### src/inc/dms_pkg.sv
// package: constants, register map and types for the diagnose microstep sequencer
package dms_pkg;
  // storage location for the assembled word
  localparam logic [23:0] DMS_DIAG_LOC     = 24'h000080;
  // apb register byte offsets
  localparam logic [7:0]  DMS_OFS_CTRL     = 8'h00;
  localparam logic [7:0]  DMS_OFS_OPADR    = 8'h04;
  localparam logic [7:0]  DMS_OFS_STATUS   = 8'h08;
  localparam logic [7:0]  DMS_OFS_UADR     = 8'h0c;
  localparam logic [7:0]  DMS_OFS_SDATA    = 8'h10;
  localparam logic [7:0]  DMS_OFS_LCWADR   = 8'h14;
  // control register bit positions
  localparam int          DMS_CTRL_GO      = 0;
  localparam int          DMS_CTRL_CHINH   = 1;
  localparam int          DMS_CTRL_IMM_LO  = 8;
  // operand address fields, bit 0 is the msb as in the word layout
  localparam int          DMS_OP_IOMODE    = 31 - 8;
  localparam int          DMS_OP_UA_HI     = 31 - 20;
  // immediate fields, byte of 8 bits, bit 0 is msb
  localparam int          DMS_IM_CNT_HI    = 7 - 1;
  localparam int          DMS_IM_SEN       = 7 - 5;
  localparam int          DMS_IM_CHAIN     = 7 - 6;
  localparam int          DMS_IM_STEP      = 7 - 7;
  // linkage control word fields
  localparam int          DMS_LW_UA_HI     = 31 - 19;
  localparam int          DMS_LW_CNT_HI    = 31 - 0;
  localparam int          DMS_LW_SEN       = 31 - 4;
  localparam int          DMS_LW_CHAIN     = 31 - 5;
  localparam int          DMS_LW_STEP      = 31 - 6;
  localparam int          DMS_LW_IOMODE    = 31 - 7;
  // word step to the following storage word
  localparam logic [23:0] DMS_WORD_BYTES   = 24'h000004;
  // reset values
  localparam logic [11:0] DMS_UADR_RST     = 12'h000;
  localparam logic [2:0]  DMS_CNT_RST      = 3'h0;

  typedef enum logic [2:0] {
    DMS_IDLE   = 3'b000,
    DMS_STORE  = 3'b001,
    DMS_STEP   = 3'b011,
    DMS_FETCH  = 3'b010,
    DMS_LOAD   = 3'b110,
    DMS_DONE   = 3'b111
  } dms_state_type;
endpackage : dms_pkg

### src/rtl/dms_sequencer.sv
// Register access over APB and the register offsets were chosen for this implementation.
`timescale 1ns/1ns
// diagnose microstep sequencer with apb register access
module dms_sequencer
  import dms_pkg::*;
(
  // clock and reset
  input  wire logic        pclk,
  input  wire logic        presetn,
  // apb slave
  input  wire logic        psel,
  input  wire logic        penable,
  input  wire logic        pwrite,
  input  wire logic [7:0]  paddr,
  input  wire logic [31:0] pwdata,
  output logic [31:0]      prdata,
  output logic             pready,
  output logic             pslverr,
  // main storage port
  output logic             mem_req,
  output logic             mem_we,
  output logic [23:0]      mem_addr,
  output logic [31:0]      mem_wdata,
  input  wire logic        mem_ack,
  input  wire logic [31:0] mem_rdata,
  // microprogram store control
  output logic [11:0]      microprogram_address_register,
  output logic             uload,
  output logic             cpu_clk_adv,
  output logic             chan_clk_inh,
  output logic             io_mode,
  output logic             sto_enable,
  output logic             diag_busy
);
  import dms_pkg::*;

  dms_state_type state_ff;
  dms_state_type nxt_state;
  logic [31:0]   opadr_ff;
  logic [7:0]    imm_ff;
  logic          chinh_ff;
  logic          go_pulse;
  logic [31:0]   storage_data_register_ff;
  logic [23:0]   lcw_adr_ff;
  logic [2:0]    cnt_ff;
  logic [11:0]   uadr_ff;
  logic          uload_ff;
  logic          adv_ff;
  logic          chain_q;
  logic          step_q;
  logic          iom_q;
  logic          sen_q;
  logic          stat_load;
  logic          v_iom;
  logic          v_sen;
  logic          v_chain;
  logic          v_step;
  logic          wr_en;
  logic          addr_ok;
  logic [7:0]    imm_go;

  // apb write strobe and answer, always zero wait
  assign wr_en   = psel && penable && pwrite;
  assign pready  = 1'b1;
  assign pslverr = psel && penable && !addr_ok;

  // address decode of the six mapped words
  always_comb begin
    case (paddr)
      DMS_OFS_CTRL:   addr_ok = 1'b1;
      DMS_OFS_OPADR:  addr_ok = 1'b1;
      DMS_OFS_STATUS: addr_ok = 1'b1;
      DMS_OFS_UADR:   addr_ok = 1'b1;
      DMS_OFS_SDATA:  addr_ok = 1'b1;
      DMS_OFS_LCWADR: addr_ok = 1'b1;
      default:        addr_ok = 1'b0;
    endcase
  end

  // immediate byte of the start write itself, so one write carries a whole diagnose
  assign imm_go   = pwdata[DMS_CTRL_IMM_LO +: 8];
  assign go_pulse = wr_en && (paddr == DMS_OFS_CTRL) && pwdata[DMS_CTRL_GO] && (state_ff == DMS_IDLE
                    || state_ff == DMS_DONE);

  // operand address register
  always_ff @(posedge pclk or negedge presetn) begin
    if (!presetn) begin
      opadr_ff <= 32'h0;
    end else if (wr_en && paddr == DMS_OFS_OPADR) begin
      opadr_ff <= pwdata;
    end
  end

  // immediate byte register, kept for readback
  always_ff @(posedge pclk or negedge presetn) begin
    if (!presetn) begin
      imm_ff <= 8'h0;
    end else if (wr_en && paddr == DMS_OFS_CTRL) begin
      imm_ff <= imm_go;
    end
  end

  // channel interface inhibit bit
  always_ff @(posedge pclk or negedge presetn) begin
    if (!presetn) begin
      chinh_ff <= 1'b0;
    end else if (wr_en && paddr == DMS_OFS_CTRL) begin
      chinh_ff <= pwdata[DMS_CTRL_CHINH];
    end
  end

  // linkage word address, stepped past each linkage word taken
  always_ff @(posedge pclk or negedge presetn) begin
    if (!presetn) begin
      lcw_adr_ff <= 24'h0;
    end else if (wr_en && paddr == DMS_OFS_LCWADR) begin
      lcw_adr_ff <= pwdata[23:0];
    end else if (state_ff == DMS_LOAD) begin
      lcw_adr_ff <= lcw_adr_ff + DMS_WORD_BYTES;  // next linkage word
    end
  end

  // channel clock inhibit straight from interface bit
  assign chan_clk_inh = chinh_ff;

  // read mux, registered
  always_ff @(posedge pclk or negedge presetn) begin
    if (!presetn) begin
      prdata <= 32'h0;
    end else if (psel && !penable && !pwrite) begin
      case (paddr)
        DMS_OFS_CTRL:   prdata <= {16'h0, imm_ff, 6'h0, chinh_ff, 1'b0};
        DMS_OFS_OPADR:  prdata <= opadr_ff;
        DMS_OFS_STATUS: prdata <= {21'h0, state_ff, cnt_ff, iom_q, sen_q, chain_q, step_q, diag_busy};
        DMS_OFS_UADR:   prdata <= {20'h0, uadr_ff};
        DMS_OFS_SDATA:  prdata <= storage_data_register_ff;
        DMS_OFS_LCWADR: prdata <= {8'h0, lcw_adr_ff};
        default:        prdata <= 32'h0;
      endcase
    end
  end

  // sequencer next state
  always_comb begin
    nxt_state = state_ff;
    case (state_ff)
      DMS_IDLE, DMS_DONE: begin
        if (go_pulse) nxt_state = DMS_STORE;
      end
      DMS_STORE: begin
        if (mem_ack) nxt_state = DMS_STEP;
      end
      DMS_STEP: begin
        if (!step_q || cnt_ff == 3'h0) begin
          nxt_state = chain_q ? DMS_FETCH : DMS_DONE;
        end
      end
      DMS_FETCH: begin
        if (mem_ack) nxt_state = DMS_LOAD;
      end
      DMS_LOAD:  nxt_state = DMS_STEP;
      default:   nxt_state = DMS_IDLE;
    endcase
  end

  always_ff @(posedge pclk or negedge presetn) begin
    if (!presetn) begin
      state_ff <= DMS_IDLE;
    end else begin
      state_ff <= nxt_state;
    end
  end

  // storage data register assembly and linkage capture
  always_ff @(posedge pclk or negedge presetn) begin
    if (!presetn) begin
      storage_data_register_ff <= 32'h0;
    end else if (go_pulse) begin
      storage_data_register_ff <= {imm_go, opadr_ff[23:0]};
    end else if (state_ff == DMS_FETCH && mem_ack) begin
      storage_data_register_ff <= mem_rdata;
    end
  end

  // main storage requests: store to the fixed word, fetch from the linkage address
  always_comb begin
    mem_req  = 1'b0;
    mem_we   = 1'b0;
    mem_addr = lcw_adr_ff;
    case (state_ff)
      DMS_STORE: begin
        mem_req  = 1'b1;
        mem_we   = 1'b1;
        mem_addr = DMS_DIAG_LOC;
      end
      DMS_FETCH: begin
        mem_req  = 1'b1;
      end
      default: ;
    endcase
  end

  // write data straight from the storage data register
  assign mem_wdata = storage_data_register_ff;

  // stat load values from operand address and immediate, or from linkage word
  always_comb begin
    stat_load = 1'b0;
    v_iom     = 1'b0;
    v_sen     = 1'b0;
    v_chain   = 1'b0;
    v_step    = 1'b0;
    if (go_pulse) begin
      stat_load = 1'b1;
      v_iom     = opadr_ff[DMS_OP_IOMODE];
      v_sen     = imm_go[DMS_IM_SEN];
      v_chain   = imm_go[DMS_IM_CHAIN];
      v_step    = imm_go[DMS_IM_STEP];
    end else if (state_ff == DMS_LOAD) begin
      stat_load = 1'b1;
      v_iom     = storage_data_register_ff[DMS_LW_IOMODE];
      v_sen     = storage_data_register_ff[DMS_LW_SEN];
      v_chain   = storage_data_register_ff[DMS_LW_CHAIN];
      v_step    = storage_data_register_ff[DMS_LW_STEP];
    end
  end

  // i/o mode stat
  dms_stat_reg u_iom (
    .pclk    (pclk),
    .presetn (presetn),
    .load    (stat_load),
    .din     (v_iom),
    .q       (iom_q)
  );

  // storage enable stat
  dms_stat_reg u_sen (
    .pclk    (pclk),
    .presetn (presetn),
    .load    (stat_load),
    .din     (v_sen),
    .q       (sen_q)
  );

  // chain stat
  dms_stat_reg u_chn (
    .pclk    (pclk),
    .presetn (presetn),
    .load    (stat_load),
    .din     (v_chain),
    .q       (chain_q)
  );

  // stepping stat
  dms_stat_reg u_stp (
    .pclk    (pclk),
    .presetn (presetn),
    .load    (stat_load),
    .din     (v_step),
    .q       (step_q)
  );

  // step counter
  always_ff @(posedge pclk or negedge presetn) begin
    if (!presetn) begin
      cnt_ff <= DMS_CNT_RST;
    end else if (go_pulse) begin
      cnt_ff <= imm_go[DMS_IM_CNT_HI -: 3];
    end else if (state_ff == DMS_LOAD) begin
      cnt_ff <= storage_data_register_ff[DMS_LW_CNT_HI -: 3];
    end else if (state_ff == DMS_STEP && step_q && cnt_ff != 3'h0) begin
      cnt_ff <= cnt_ff - 3'h1;  // one cycle per decrement
    end
  end

  // microprogram address
  always_ff @(posedge pclk or negedge presetn) begin
    if (!presetn) begin
      uadr_ff <= DMS_UADR_RST;
    end else if (go_pulse) begin
      uadr_ff <= opadr_ff[DMS_OP_UA_HI -: 12];
    end else if (state_ff == DMS_LOAD) begin
      uadr_ff <= storage_data_register_ff[DMS_LW_UA_HI -: 12];
    end
  end

  // clock advance pulse, one cycle per decrement
  always_ff @(posedge pclk or negedge presetn) begin
    if (!presetn) begin
      adv_ff <= 1'b0;
    end else begin
      adv_ff <= (state_ff == DMS_STEP) && step_q && (cnt_ff != 3'h0);
    end
  end

  // address load strobe, one cycle after the store answer or the load state
  always_ff @(posedge pclk or negedge presetn) begin
    if (!presetn) begin
      uload_ff <= 1'b0;
    end else begin
      uload_ff <= (state_ff == DMS_STORE && mem_ack) || (state_ff == DMS_LOAD);
    end
  end

  assign microprogram_address_register = uadr_ff;
  assign uload       = uload_ff;
  assign cpu_clk_adv = adv_ff;
  assign io_mode     = iom_q;
  assign sto_enable  = sen_q;
  assign diag_busy   = (state_ff != DMS_IDLE) && (state_ff != DMS_DONE);
endmodule : dms_sequencer

### src/rtl/dms_stat_reg.sv
`timescale 1ns/1ns
// one loadable stat bit with reset
module dms_stat_reg (
  // clock and reset
  input  wire logic pclk,
  input  wire logic presetn,
  // load control
  input  wire logic load,
  input  wire logic din,
  // held value
  output logic      q
);
  // loads on request, holds otherwise
  always_ff @(posedge pclk or negedge presetn) begin
    if (!presetn) begin
      q <= 1'b0;
    end else if (load) begin
      q <= din;
    end
  end
endmodule : dms_stat_reg

### config.mk
export PLATFORM = sky130hd
export DESIGN_NAME = dms_sequencer
export DESIGN_NICKNAME = d
export VERILOG_FILES = /design/src/inc/dms_pkg.sv /design/src/rtl/dms_sequencer.sv /design/src/rtl/dms_stat_reg.sv
export SDC_FILE = /design/constraint.sdc
export NUM_CORES = 1
export LEC_CHECK = 0
export ABC_AREA = 1
export BUFFER_PORTS_ARGS = -buffer_cell sky130_fd_sc_hd__buf_2
export CAP_MARGIN = 20
export CELL_PAD_IN_SITES_DETAIL_PLACEMENT = 1
export CELL_PAD_IN_SITES_GLOBAL_PLACEMENT = 1
export CORE_AREA = 5 5 212 111
export DETAILED_ROUTE_END_ITERATION = 7
export DIE_AREA = 0 0 217 116
export PLACE_DENSITY = 0.84
export SYNTH_ARGS = -nofsm -noshare
export SYNTH_HDL_FRONTEND = slang
export SYNTH_SLANG_ARGS = --single-unit
### constraint.sdc
create_clock -name pclk -period 1.8 [get_ports pclk]
set_input_delay 0.18 -clock pclk [delete_from_list [all_inputs] [get_ports pclk]]
set_output_delay 0.18 -clock pclk [all_outputs]
set_load 0.02 [all_outputs]
==> impl_metrics.py, run 1 <==
metrics = {
    "route": {
        "wl_per_cell_um": 22.2,
        "post-route-drc-count": 0,
        "firstDrtPassIters": 6,
        "vias": 9390,
        "drtIter0Drc": 968,
        "viasPerCell": 5.56,
        "ant_nets": 0,
        "wl_mm": 37.5,
    },
    "floorplan": {
        "die_area_sq_um": 25200,
        "io_pins": 188,
        "core.rowCount": 38,
        "die_y_um": 116,
        "coreArea_sq_um": 21300,
        "die_x_um": 217,
        "start_util": 0.387,
    },
    "worst_setup_path": {
        "endpoint_kind": "primary output",
        "crit_slowest_cell": "dfrtp_1",
        "critPathRequiredTime_ps": 1620,
        "worstPathMaxFanout": 2,
        "path_cells": "inv_2 > nor3_4 > buf_6 > buf_4 > or2_2 > buf_2",
        "cp.arrival_ps": 1680,
        "cp-start-kind": "flop",
        "critPathMaxStageDelay_ps": 390,
        "worstSetupPathType": "reg2out",
    },
    "yosys": {
        "synth-xor-area-share": 0.0117,
        "synth_ff_type": "dfrtp_1",
        "yosys-mux-area-fraction": 0,
        "synth_top_family_by_area": "simple AND/OR/NAND/NOR gates",
        "synth_cell_types": 34,
        "netlist.area_leader.share": 0.463,
        "synth-warning-count": 0,
        "synth_area_leader_cell": "dfrtp_1",
        "synth-simple-area-share": 0.381,
        "yosysSeqAreaShare": 0.463,
        "ys_seq_elements": 153,
        "postSynthAreaPerCell_sq_um": 7.22,
        "synth.area.top_cells": "dfrtp_1 46%, nand2_1 20%, nand3_1 13%",
        "synth_cells": 1144,
        "postSynthNetCount": 1225,
        "netlist_area_sq_um": 8260,
        "synth_compound_area_frac": 0.0517,
        "synth_edf_count": 0,
        "synthAdderAreaFrac": 0.00454,
        "async_flop_share": 1.00,
    },
    "grt": {
        "antenna_found_initial": 2,
        "grt_usage": 0.284,
        "grt_max_degree": 57,
        "grt_busiest_layer": "met2",
        "use_met2": 0.415,
        "grt_use_met1": 0.406,
        "grt_pass1_vias": 9263,
        "grtUsageMet3": 0.105,
        "grt_pass1_wl_mm": 54.7,
        "grt.overflow.total": 0,
    },
    "sta": {
        "period_share": 1.03,
        "finalWorstPathRequiredPeriod_ps": 1860,
        "setup_viol": 26,
        "tightestPinTransition_ps": 512,
        "rsz0062_at_grt": "yes",
        "holdWs_ps": -2.42,
        "setup_tns_ps": -855,
        "fmax_mhz": 537,
        "max_slew_margin": 0.658,
        "drv_slew": 0,
        "skew_ps": 9.97,
        "final_hold_viol_count": 2,
        "finalWorstSetupSlack_ps": -60.8,
    },
    "clock_tree": {
        "clk_pin_slew_ps": 60,
        "htree_levels": 4,
        "cts_buffers": 17,
        "clockBufferDepth": 2,
        "clockRootBuffer": "clkbuf_16",
        "clk_latency_ps": 450,
        "cts_sinks": 153,
        "cts_tree": "done",
    },
    "finish": {
        "syn2layout_area_growth_pct": 36.0,
        "final_nets": 1477,
        "final_layout_size_suffix_gt1_frac": 0.256,
    },
    "min_path": {
        "hp-class": "in2reg",
    },
    "power_and_ir_drop": {
        "ir_drop_mv": 0.535,
        "p_leak_nw": 6.20,
        "power_mw": 13.6,
        "power_density_nw_per_um2": 1210,
    },
    "place": {
        "port_buffers": 186,
        "place.gp.congestion": 0.921,
        "dp_hpwl_mm": 26.1,
    },
    "run_status": {
        "outcome": "finished, violations left",
        "violations": "hold timing, setup timing",
    },
    "job": {
        "drv_cap": 0,
    },
}
==> sequential cells by signal, summed over array words and instances (netlist names), named ones only <==
register,flops
mem_wdata,32
opadr_ff,32
prdata,32
lcw_adr_ff,24
microprogram_address_register,12
imm_ff,8
cnt_ff,3
state_ff,2
chan_clk_inh,1
cpu_clk_adv,1
u_chn.q,1
u_iom.q,1
u_sen.q,1
u_stp.q,1
uload,1
==> cell families after synthesis <==
kind of cell	after synthesis
buf+inv	164
flops	153
compound gates	79
other cells	1
fa+ha+maj	3
xor+xnor	11
simple gates	733
==> stage by stage <==
stage / cell area [sq um] / cells / util / setup WS [ps]
floorplan: 8270 / 1144 / - / 143
global placement: 9760 / 1605 / 0.457 / 69.2
detailed placement: 9760 / 1605 / 0.457 / -32.7
CTS: 10800 / 1676 / 0.504 / -54.9
global route: 11200 / 1688 / 0.526 / -99.3
finish: 11200 / 1689 / 0.526 / -60.8
==> cell usage in the layout, fill, tap and decap left out, drive strengths merged <==
| cell type | synthesis | layout |
|---|---|---|
| or2 | 1 | 1 |
| o21a | 1 | 1 |
| ha | 3 | 3 |
| a21oi | 5 | 5 |
| dlygate4sd3 | 0 | 36 |
| nor2 | 43 | 43 |
| nor3 | 6 | 6 |
| clkinvlp | 0 | 4 |
| buf | 45 | 253 |
| nand3b | 2 | 2 |
| xnor2 | 5 | 5 |
| o21ai | 61 | 61 |
| inv | 105 | 105 |
| o21bai | 4 | 4 |
| clkinv | 0 | 1 |
| nand4 | 14 | 14 |
| o22ai | 1 | 1 |
| conb | 1 | 1 |
| bufinv | 0 | 1 |
| diode | 0 | 1 |
| dfrtp | 153 | 153 |
| clkbuf | 14 | 28 |
| o211ai | 7 | 7 |
| nand2 | 456 | 456 |
| nand3 | 211 | 211 |
| xor2 | 6 | 6 |
==> worst max-delay path, delay by kind of cell (launching register included) <==
family / cells / cell delay, ps
buffers and inverters: 4 / 540
DFF: 1 / 390
and+or+nand+nor: 2 / 310
==> cell usage after synthesis, types with 3 or more instances <==
cell type / n
nand2_1: 451
nand3_1: 210
dfrtp_1: 153
inv_1: 90
o21ai_0: 39
nor2_1: 37
buf_2: 27
o21ai_1: 22
clkbuf_1: 14
inv_2: 14
nand4_1: 13
buf_4: 7
o211ai_1: 7
buf_6: 6
xor2_1: 6
a21oi_1: 5
buf_1: 5
nor3_1: 5
xnor2_1: 5
nand2_2: 4
nor2_2: 4
o21bai_1: 4
ha_1: 3
==> power breakdown <==
group | leakage [nW] | internal, mW | switching (mW) | total (mW)
sequential | 2.03 | 4.09 | 0.844 | 4.93
clock | 0.262 | 2.04 | 1.50 | 3.54
combinational | 3.91 | 1.94 | 3.20 | 5.15
==> cell type report <==
class	instances	area [sq um]
Fill cell	2682	10100
Multi-Input combinational cell	827	3850
Sequential cell	153	3830
Timing Repair Buffer	292	2220
Clock buffer	25	495
Inverter	105	419
Tap cell	280	350
Clock inverter	6	65.1
Antenna cell	1	2.50
==> routing by layer <==
layer / share of wire / vias up
li1: - / 4158
met1: 0.44 / 4670
met2: 0.43 / 505
met3: 0.11 / 55
met4: 0.016 / 2
met5: 0.00035 / -
==> final timing paths <==
path,from,to,slack [ps],depth (start not counted)
max,state_ff[0],mem_addr[7],-60,6
min,pwdata[6],opadr_ff[6],-2,3
max reg2reg,flop,microprogram_address_register[6],-30,10
min reg2reg,opadr_ff[25],opadr_ff[25],470,2
max in group asynchronous,presetn,prdata[25],920,3
min in group asynchronous,presetn,cpu_clk_adv,230,2
==> timing repair <==
action                     CTS  global route
resized for setup           17           115
setup endpoints to repair   29            48
hold endpoints to repair    75             0
gates cloned                 0             4
pin swaps                    1             4
setup buffers                4             8
hold buffers                36             0
No activity file was read; power rests on OpenSTA's default activity.
==> run 2, diff against run 1 <==
- ABC_AREA: 1 -> default
- CORE_AREA: 5 5 212 111 -> 5 5 203 107
- DIE_AREA: 0 0 217 116 -> 0 0 208 112
- PLACE_DENSITY: 0.84 -> 0.82
==> run 2 against run 1 <==
Effect of this change:
- the flow finishes with violations (setup timing)
- worst hold slack gained 11 ps
- non-clock buffer count up 48
- clock power is 3% higher
- worst setup slack worse by 190 ps
==> impl_metrics.py, run 2 <==
metrics = {
    "run_status": {
        "outcome": "finished, violations left",
        "violations": "setup timing",
    },
    "yosys": {
        "synth_edf_count": 0,
        "postSynthAreaPerCell_sq_um": 9.62,
        "yosysSeqAreaShare": 0.494,
        "synth_common_cells": "153 x dfrtp_1, 144 x nand2_1, 52 x a31oi_1",
        "netlist.area_leader.share": 0.494,
        "async_flop_share": 1.00,
        "synth_area_leader_cell": "dfrtp_1",
        "synth_cell_types": 55,
        "postSynthNetCount": 886,
        "synth.area.top_cells": "dfrtp_1 49%, nand2_1 7.0%, mux2_2 5.1%",
        "netlist_area_sq_um": 7740,
        "synth-warning-count": 0,
        "ys_seq_elements": 153,
        "yosys.cell_count.top_type": "dfrtp_1",
        "synth_ff_type": "dfrtp_1",
        "synth_cells": 805,
    },
    "clock_tree": {
        "cts_buffers": 17,
        "htree_levels": 4,
        "cts_sinks": 153,
        "clockBufferDepth": 2,
        "clockRootBuffer": "clkbuf_16",
        "clk_pin_slew_ps": 80,
        "cts_tree": "done",
        "clk_latency_ps": 450,
    },
    "worst_setup_path": {
        "cp.arrival_ps": 2410,
        "worstSetupPathType": "reg2reg",
        "endpoint_kind": "flop",
        "cp-start-kind": "flop",
        "ff2ff_path_depth": 5,
        "r2r_slack_ps": -250,
        "r2r_end": "lcw_adr_ff[20]",
        "critPathRequiredTime_ps": 2160,
        "worstPathMaxFanout": 6,
        "r2r_start": "lcw_adr_ff[3]",
    },
    "finish": {
        "final_nets": 1183,
        "layout_commonest_cell": "buf_2",
        "final_layout_size_suffix_gt1_frac": 0.422,
        "syn2layout_area_growth_pct": 49.7,
        "mostFrequentLayoutCells": "168 x buf_2, 150 x dfrtp_1, 144 x nand2_1",
        "finalInstanceArea_sq_um": 11600,
        "antenna-diode-count": 0,
    },
    "floorplan": {
        "coreArea_sq_um": 19900,
        "core.rowCount": 37,
        "io_pins": 188,
        "die_x_um": 208,
        "start_util": 0.389,
        "die_y_um": 112,
        "die_area_sq_um": 23300,
    },
    "route": {
        "viasPerCell": 6.34,
        "wl_per_cell_um": 30.1,
        "ant_nets": 0,
        "post-route-drc-count": 0,
        "firstDrtPassIters": 7,
        "drtIter0Drc": 1113,
        "wl_mm": 41.8,
        "vias": 8806,
    },
    "sta": {
        "skew_ps": 19.2,
        "period_share": 1.14,
        "rsz0062_at_grt": "yes",
        "finalWorstSetupSlack_ps": -248,
        "holdWs_ps": 8.70,
        "fmax_mhz": 488,
        "setup_viol": 85,
        "finalWorstPathRequiredPeriod_ps": 2050,
        "max_slew_margin": 0.587,
        "tightestPinTransition_ps": 618,
        "final_hold_viol_count": 0,
        "drv_slew": 0,
    },
    "grt": {
        "grt_pass1_vias": 8614,
        "grt.overflow.total": 0,
        "grt_pass1_wl_mm": 54.0,
        "grt_usage": 0.300,
        "antenna_found_initial": 2,
        "grt_max_degree": 47,
    },
    "power_and_ir_drop": {
        "power_density_nw_per_um2": 1430,
        "p_leak_nw": 5.42,
        "ir_drop_mv": 1.06,
    },
    "min_path": {
        "hp-class": "in2reg",
        "hold_end": "opadr_ff[3]",
        "min_from": "pwdata[3]",
        "whs_path_depth": 2,
    },
    "place": {
        "port_buffers": 186,
        "dp_slack_ps": -169,
        "place.gp.congestion": 0.912,
        "dp_hpwl_mm": 24.5,
        "placed_area_sq_um": 9630,
    },
    "job": {
        "drv_cap": 0,
    },
}
[run 2: cell count changes after synthesis, sizes merged, moves of 18 or more]
cell / before / now
mux2: 0 / 35
nor3: 6 / 26
mux2i: 0 / 32
clkbuf: 14 / 46
buf: 45 / 17
nor2b: 0 / 23
o21ai: 61 / 40
nand3: 211 / 9
a31oi: 0 / 52
a21oi: 5 / 23
inv: 105 / 7
nand2: 456 / 144
[run 2: area by class of cell]
type	count	area, sq um
clock inverters	11	111
multi-input cells	583	4310
repair buffers	340	2520
inverters	7	26.3
fillers	2206	8320
clock buffers	21	450
flip-flops and latches	153	3830
well taps	273	342
[run 2: logic make-up after synthesis]
family | synth area share
flip-flops | 0.494
AND/OR/NAND/NOR | 0.199
other | 0.000484
AO/OA/AOI/OAI | 0.157
buffers and inverters | 0.0372
XOR/XNOR | 0.0147
multiplexers | 0.0922
adder cells (fa/ha/maj) | 0.00485
[run 2: worst max path at each step]
| stage | end | start | slack (ps) |
|---|---|---|---|
| 6_report | lcw_adr_ff[20] | lcw_adr_ff[3] | -250 |
| 5_1_grt | mem_addr[7] | state_ff[2] | -270 |
| 4_1_cts | mem_addr[16] | flop | -170 |
| 3_5_place_dp | lcw_adr_ff[20] | lcw_adr_ff[2] | -170 |
| 3_3_place_gp | lcw_adr_ff[20] | lcw_adr_ff[2] | -100 |
| 2_1_floorplan | lcw_adr_ff[20] | lcw_adr_ff[2] | -200 |
[run 2: repair_timing]
item | CTS | global route
gates resized for setup | 88 | 84
hold buffers | 22 | 0
endpoints found under the hold margin | 147 | 0
pin swaps | 16 | 26
setup buffers | 15 | 16
endpoints found under the setup margin | 64 | 78
cloned | 2 | 6
[run 2: critical path: stages, from the launching register on]
cell and delay [ps]:
dfrtp_1 420, ha_2 220, nand3_2 100, or4_4 600, or4_4 460, a31oi_4 170
[run 2: report_power, final]
part	internal [mW]	switching, mW
sequential	4.25	1.07
combinational	3.26	4.40
clock	1.96	1.68
total	9.48	7.15
[run 2: metal layers]
layer	GRT usage	up-vias	part of all wire
met5	0	-	0.00045
met3	0.0929	146	0.13
met2	0.433	733	0.43
met4	0.0656	4	0.033
li1	-	3511	-
met1	0.443	4412	0.41
[run 2: metrics by stage]
step	setup TNS, ps	cells	total power [mW]	utilization
3_3_place_gp	-2480	1297	10.5	0.484
6_report	-9520	1388	16.6	0.582
3_5_place_dp	-5250	1297	10.8	0.484
5_1_grt	-13300	1388	17.1	0.582
2_1_floorplan	-400	805	8.06	-
4_1_cts	-3340	1368	15.0	0.546
